`src/verilog/smc_regs.vh`:
```
/*
  Register offsets, field positions, reset values and codes of the
  supply monitor control block.
  Assumes a CPU I/O address of nine bits, the bank select coming on a separate flag.
*/
`ifndef SMC_REGS_VH
`define SMC_REGS_VH

`define SMC_ADDR_W          9
`define SMC_CONFIG_ADDR     9'h1e3
`define SMC_STATUS_ADDR     9'h1e4
`define SMC_DUTY_ADDR       9'h1eb

`define SMC_CONFIG_RESET    8'h00
`define SMC_DUTY_RESET      8'h00
`define SMC_RDATA_IDLE      8'h00
`define SMC_STS_PAD         6'h00
`define SMC_LVT_RESET       3'h0
`define SMC_CNT_STEP        10'h001
`define SMC_CONFIG_WMASK    8'h37
`define SMC_DUTY_WMASK      8'hc0

`define SMC_PRL_HI          5
`define SMC_PRL_LO          4
`define SMC_LVT_HI          2
`define SMC_LVT_LO          0
`define SMC_DUTY_HI         7
`define SMC_DUTY_LO         6

`define SMC_PRL_2V7         2'h0
`define SMC_PRL_3V0         2'h1
`define SMC_PRL_RSVD        2'h2
`define SMC_PRL_NORESET     2'h3

`define SMC_DUTY_128        2'h0
`define SMC_DUTY_512        2'h1
`define SMC_DUTY_32         2'h2
`define SMC_DUTY_8          2'h3

`define SMC_ON_PERIODS      10'h001
`define SMC_OFF_128         10'h07f
`define SMC_OFF_512         10'h1ff
`define SMC_OFF_32          10'h01f
`define SMC_OFF_8           10'h007
`define SMC_CNT_W           10

`endif

```
`src/verilog/smc_supply_monitor_control.v`:
```
/*
  Supply monitor control: configuration, comparator status and duty
  cycle registers, reset request and low-voltage interrupt request.
  Assumes analog comparators outside, a 32 kHz clock input sampled in
  the CPU domain, and a CPU bus giving address, strobes and the bank flag.
*/
`timescale 1ns/1ns
`include "smc_regs.vh"

module smc_supply_monitor_control (
  input  wire                    clk,
  input  wire                    resetn,
  input  wire [`SMC_ADDR_W-1:0]  cpu_addr,
  input  wire                    extended_io_bank_flag,
  input  wire                    cpu_wr,
  input  wire                    cpu_rd,
  input  wire [7:0]              cpu_wdata,
  input  wire                    sleep_active,
  input  wire                    lsosc_32k,
  input  wire                    precision_reset_comparator,
  input  wire                    low_voltage_comparator,
  output reg  [7:0]              cpu_rdata,
  output reg                     cpu_rd_hit,
  output reg  [1:0]              precision_reset_level,
  output reg  [2:0]              low_voltage_trip_select,
  output reg                     system_reset_req,
  output reg                     low_voltage_irq,
  output reg                     flash_enable,
  output reg                     monitor_power_on
);

  // ----------------------------------------
  // Register storage
  // ----------------------------------------
  reg  [7:0]            supply_monitor_config;
  reg  [7:0]            monitor_duty_cycle;
  reg  [7:0]            next_cpu_rdata;
  reg                   next_cpu_rd_hit;

  // ----------------------------------------
  // Synchroniser storage
  // ----------------------------------------
  reg                   prc_meta;
  reg                   prc_sync;
  reg                   lvc_meta;
  reg                   lvc_sync;
  reg                   clk32_meta;
  reg                   clk32_sync;
  reg                   lvc_prev;
  reg                   clk32_prev;

  // ----------------------------------------
  // Duty cycle storage
  // ----------------------------------------
  reg  [`SMC_CNT_W-1:0] period_cnt;
  reg  [`SMC_CNT_W-1:0] next_period_cnt;
  reg                   next_power_on;

  // ----------------------------------------
  // Address decode
  // ----------------------------------------
  function reg_hit;
    input                   bank;
    input [`SMC_ADDR_W-1:0] addr;
    input [`SMC_ADDR_W-1:0] target;
    begin
      reg_hit = bank && (addr == target);
    end
  endfunction

  wire                  sel_cfg;
  wire                  sel_sts;
  wire                  sel_duty;
  wire                  wr_cfg;
  wire                  wr_duty;
  wire                  rd_any;

  // Bank flag gates every access
  assign sel_cfg  = reg_hit(extended_io_bank_flag, cpu_addr, `SMC_CONFIG_ADDR);
  assign sel_sts  = reg_hit(extended_io_bank_flag, cpu_addr, `SMC_STATUS_ADDR);
  assign sel_duty = reg_hit(extended_io_bank_flag, cpu_addr, `SMC_DUTY_ADDR);
  assign wr_cfg   = cpu_wr && sel_cfg;
  assign wr_duty  = cpu_wr && sel_duty;
  assign rd_any   = cpu_rd && (sel_cfg || sel_sts || sel_duty);

  // ----------------------------------------
  // Synchronisers
  // ----------------------------------------
  always @(posedge clk or negedge resetn) begin
    if (!resetn) begin
      prc_meta   <= 1'b0;
      prc_sync   <= 1'b0;
      lvc_meta   <= 1'b0;
      lvc_sync   <= 1'b0;
      clk32_meta <= 1'b0;
      clk32_sync <= 1'b0;
    end else begin
      prc_meta   <= precision_reset_comparator;
      prc_sync   <= prc_meta;
      lvc_meta   <= low_voltage_comparator;
      lvc_sync   <= lvc_meta;
      clk32_meta <= lsosc_32k;
      clk32_sync <= clk32_meta;
    end
  end

  // ----------------------------------------
  // Configuration register
  // ----------------------------------------
  // Reserved bits masked so they read zero
  always @(posedge clk or negedge resetn) begin
    if (!resetn) begin
      supply_monitor_config <= `SMC_CONFIG_RESET;
    end else if (wr_cfg) begin
      supply_monitor_config <= cpu_wdata & `SMC_CONFIG_WMASK;
    end
  end

  // ----------------------------------------
  // Duty cycle register
  // ----------------------------------------
  always @(posedge clk or negedge resetn) begin
    if (!resetn) begin
      monitor_duty_cycle <= `SMC_DUTY_RESET;
    end else if (wr_duty) begin
      monitor_duty_cycle <= cpu_wdata & `SMC_DUTY_WMASK;
    end
  end

  // ----------------------------------------
  // Read path
  // ----------------------------------------
  // Refused or unmapped reads return zero
  always @* begin
    next_cpu_rd_hit = rd_any;
    next_cpu_rdata  = `SMC_RDATA_IDLE;
    if (cpu_rd && sel_cfg) begin
      next_cpu_rdata = supply_monitor_config;
    end else if (cpu_rd && sel_duty) begin
      next_cpu_rdata = monitor_duty_cycle;
    end else if (cpu_rd && sel_sts) begin
      next_cpu_rdata = {`SMC_STS_PAD, lvc_sync, prc_sync};
    end
  end

  always @(posedge clk or negedge resetn) begin
    if (!resetn) begin
      cpu_rdata  <= `SMC_RDATA_IDLE;
      cpu_rd_hit <= 1'b0;
    end else begin
      cpu_rdata  <= next_cpu_rdata;
      cpu_rd_hit <= next_cpu_rd_hit;
    end
  end

  // ----------------------------------------
  // Analog trip point controls
  // ----------------------------------------
  wire [1:0]            prl_field;
  wire [2:0]            lvt_field;
  assign prl_field = supply_monitor_config[`SMC_PRL_HI:`SMC_PRL_LO];
  assign lvt_field = supply_monitor_config[`SMC_LVT_HI:`SMC_LVT_LO];

  // Level 11 goes to precision_reset_level unchanged, not as the 3 V code
  always @(posedge clk or negedge resetn) begin
    if (!resetn) begin
      precision_reset_level   <= `SMC_PRL_2V7;
      low_voltage_trip_select <= `SMC_LVT_RESET;
    end else begin
      precision_reset_level   <= prl_field;
      low_voltage_trip_select <= lvt_field;
    end
  end

  // ----------------------------------------
  // System reset request
  // ----------------------------------------
  // Code 10 still resets; only 11 suppresses
  always @(posedge clk or negedge resetn) begin
    if (!resetn) begin
      system_reset_req <= 1'b0;
    end else begin
      system_reset_req <= prc_sync && (prl_field != `SMC_PRL_NORESET);
    end
  end

  // ----------------------------------------
  // Low-voltage interrupt and flash enable
  // ----------------------------------------
  always @(posedge clk or negedge resetn) begin
    if (!resetn) begin
      lvc_prev        <= 1'b0;
      low_voltage_irq <= 1'b0;
      flash_enable    <= 1'b0;
    end else begin
      lvc_prev        <= lvc_sync;
      low_voltage_irq <= lvc_sync && !lvc_prev;
      flash_enable    <= !lvc_sync;
    end
  end

  // ----------------------------------------
  // Duty cycle timing
  // ----------------------------------------
  function [`SMC_CNT_W-1:0] off_periods;
    input [1:0] code;
    begin
      case (code)
        `SMC_DUTY_128: off_periods = `SMC_OFF_128;
        `SMC_DUTY_512: off_periods = `SMC_OFF_512;
        `SMC_DUTY_32:  off_periods = `SMC_OFF_32;
        default:       off_periods = `SMC_OFF_8;
      endcase
    end
  endfunction

  wire [1:0]            duty_code;
  wire                  tick32;
  assign duty_code = monitor_duty_cycle[`SMC_DUTY_HI:`SMC_DUTY_LO];
  assign tick32    = clk32_sync && !clk32_prev;

  // One on period, then the off periods; awake stays on
  always @* begin
    next_period_cnt = period_cnt;
    next_power_on   = monitor_power_on;
    if (!sleep_active) begin
      next_period_cnt = {`SMC_CNT_W{1'b0}};
      next_power_on   = 1'b1;
    end else if (tick32) begin
      if (period_cnt >= off_periods(duty_code)) begin
        next_period_cnt = {`SMC_CNT_W{1'b0}};
      end else begin
        next_period_cnt = period_cnt + `SMC_CNT_STEP;
      end
      next_power_on = (next_period_cnt < `SMC_ON_PERIODS);
    end
  end

  always @(posedge clk or negedge resetn) begin
    if (!resetn) begin
      clk32_prev       <= 1'b0;
      period_cnt       <= {`SMC_CNT_W{1'b0}};
      monitor_power_on <= 1'b1;
    end else begin
      clk32_prev       <= clk32_sync;
      period_cnt       <= next_period_cnt;
      monitor_power_on <= next_power_on;
    end
  end

endmodule

```
`config.mk`:
```
export PLATFORM = sky130hd
export DESIGN_NAME = smc_supply_monitor_control
export DESIGN_NICKNAME = d
export VERILOG_FILES = /design/src/verilog/smc_supply_monitor_control.v
export VERILOG_INCLUDE_DIRS = /design/src /design/src/verilog
export SDC_FILE = /design/constraint.sdc
export NUM_CORES = 1
export LEC_CHECK = 0
export BUFFER_PORTS_ARGS = -buffer_cell sky130_fd_sc_hd__clkbuf_2
export CORE_AREA = 2 2 63 65
export CTS_CLUSTER_SIZE = 28
export DETAILED_ROUTE_END_ITERATION = 10
export DIE_AREA = 0 0 65 67
export HOLD_SLACK_MARGIN = 0.08
export PLACE_DENSITY = 0.79
export SYNTH_ARGS = -nofsm -noshare
export SYNTH_HDL_FRONTEND = slang
export SYNTH_SLANG_ARGS = --single-unit
```
`constraint.sdc`:
```
create_clock -name clk -period 6.6 [get_ports clk]
set_clock_uncertainty 0.15 [all_clocks]
set_input_delay 0.66 -clock clk [delete_from_list [all_inputs] [get_ports clk]]
set_output_delay 0.66 -clock clk [all_outputs]
set_load 0.01 [all_outputs]
```
==> impl_metrics.toml <==
[critical_path]
crit_required_ps = 6680
rr_endpoint = "period_cnt[8]"
crit_path_start_kind = "flip-flop"
setup.worst_path.end_class = "flip-flop"
timing.reg2reg.worst_path_depth = 7
path_max_fanout = 16
r2r-start = "monitor_duty_cycle[7]"
rrSetupSlack_ps = 4340
crit_type = "flip-flop to flip-flop"
critPathArrivalTime_ps = 2350

[power]
total_power_uw = 455
power.density_nw_per_um2 = 212
peakVddDrop_uv = 117
p_sw_frac = 0.232
intPower_uw = 349
p_leak_uw = 0.00111
pwr-share-seq = 0.585
p_sw_uw = 105
clockPowerShare = 0.355
pwr-share-comb = 0.060

[cts]
worstSkewPairLatency_ps = 290
postCtsHoldBufs = 0
htreeDepth = 2
numCtsBuffers = 5
cts_tree = "done"
cts_sinks = 42
root_buffer = "clkbuf_8"
cts.path.max_buffers = 2
cts_post_setup_buffers_inserted = 0
path_clk_slew_ps = 80
cts_resized = 0

[die]
ios = 44
die_area_um2 = 4360
core_um2 = 3610
die_y_um = 67
rows = 22
die_w_um = 65
start_util = 0.505

[drt]
drtIter0Drc = 25
via_count = 1234
postRouteAntennaNets = 0
wl_per_cell_um = 13.7
viasPerCell = 5.18
drt_wl_total_mm = 3.26
firstDrtPassIters = 4
drc = 0

[timing]
setup_violations = 0
fin_crit_sh = 0.343
rsz0062_at_grt = "false"
min_period_ps = 2260
finalSetupTns_ps = 0
tightest_slew_ps = 1010
slew_viol_final = 0
timing.final.hold_violations = 0
fmax_mhz = 442
relSlewSlack = 0.326

[hold_path]
whs_path_depth = 0
hp-start = "clk32_meta"
worst_hold_path_type = "flip-flop to flip-flop"
hold_end = "clk32_sync"

[synthesis]
syn_inst = 145
ys.flop_type = "dfrtp_1"
avgSynthCellArea_um2 = 12.5
synth_mux_area_frac = 0.0557
syn_nets = 178
synth_xor_area_frac = 0
yosys.area.top_type = "dfrtp_1"
ys_ff_latch = 42
synth_top_area_share = 0.564
synth-simple-area-share = 0.164
synth_top_family_by_area = "simple AND/OR/NAND/NOR gates"
synth_cell_types = 41
synth_edf_count = 0
synth_fa_ha_area_frac = 0.0481
netlist_area_um2 = 1820
synth_compound_area_frac = 0.128
yosysWarnings = 0
synthTopCellsByArea = "dfrtp_1, mux2_2, ha_1"
async_flop_share = 1.00
yosysSeqAreaShare = 0.578

[final_layout]
fin_nets = 222
diodes = 0
nFillCells = 297
syn_to_final_growth_pct = 17.6
layout-drive-gt1-share = 0.353
layout_common_cells = "dfrtp_1, clkbuf_2, nand2_1"

[global_routing]
track_usage = 0.170
overflow = 0
grt_pass1_wl_mm = 5.50
grt_pass1_vias = 1216
grt_max_degree = 43
antenna_found_initial = 0

[placement]
place_congestion = 0.844
dp_hpwl_mm = 2.43
io_buffers = 41

[run_status]
outcome = "completed"

[run]
maxCapViolCount = 0
-- worst max-delay path: stages (launching register included) --
cell	delay, ps
dfrtp_1	430
nand2b_1	190
ha_1	290
a21o_1	190
a2111oi_4	360
o211a_4	310
and3_1	180
a221o_1	100
-- cells in the mapped netlist, drive strengths merged, types with 3 or more instances --
library cell / count
nand2b: 5
o21ai: 4
nand2: 11
nand3: 6
a21o: 4
a21oi: 4
and3: 5
nand4: 3
buf: 3
nor2: 7
a22o: 3
ha: 7
and2: 8
dfrtp: 41
mux2: 9
o21a: 3
-- flip-flops by register name, indices dropped and copies added, names as in the netlist, 2 cells and up --
name / flops
cpu_rdata: 7
low_voltage_trip_select: 3
monitor_duty_cycle: 2
period_cnt: 10
precision_reset_level: 2
supply_monitor_config: 5
-- stage by stage --
stage | cell area [um^2] | instances | utilization | hold slack (ps) | setup slack, ps
after floorplan | 1820 | 145 | - | 181 | 4500
after global placement | 2050 | 230 | 0.568 | 183 | 4400
after detailed placement | 2050 | 230 | 0.568 | 185 | 4350
after CTS | 2140 | 238 | 0.593 | 208 | 4330
after global routing | 2140 | 238 | 0.593 | 214 | 4210
final | 2140 | 238 | 0.593 | 204 | 4340
-- metal layers --
metal	track usage	vias to the layer above	wire length, um
met5	0	-	0
met4	0.0851	0	39
met3	0.0456	4	120
met2	0.280	31	1720
met1	0.207	590	1370
li1	-	609	-
-- cell families (layout without fill, tap and decap cells) --
logic type	after synthesis	in the layout
adders and majority gates	7	7
AOI/OAI and AO/OA	27	27
buffers and inverters	6	51
DFF	42	42
muxes	9	9
other	1	1
and+or+nand+nor	53	53
-- power groups by stage --
| stage | sequential [uW] | combinational, uW | clock (uW) |
|---|---|---|---|
| detailed placement | 271 | 27.6 | 0 |
| CTS | 266 | 27.7 | 165 |
| global route | 267 | 30.7 | 176 |
| global placement | 271 | 26.1 | 0 |
| finish | 266 | 27.1 | 161 |
| floorplan | 271 | 12.1 | 0 |
-- worst max path at each step --
stage / start / end / depth (start not counted)
after floorplan: monitor_duty_cycle[7] / period_cnt[7] / 8
after global placement: monitor_duty_cycle[7] / period_cnt[8] / 7
after detailed placement: monitor_duty_cycle[7] / period_cnt[2] / 7
after CTS: monitor_duty_cycle[7] / period_cnt[2] / 7
after global routing: monitor_duty_cycle[7] / period_cnt[2] / 7
final: monitor_duty_cycle[7] / period_cnt[8] / 7
-- layout make-up --
class	count	area (um^2)	share of cell area
flip-flops and latches	42	1050	0.492
multi-input cells	97	724	0.339
repair buffers	41	205	0.0959
inverters	2	7.51	0.00351
clock buffers	5	68.8	0.0322
clock inverters	3	21.3	0.00994
well taps	48	60.1	0.0281
Power figures use the tool's default switching activity.
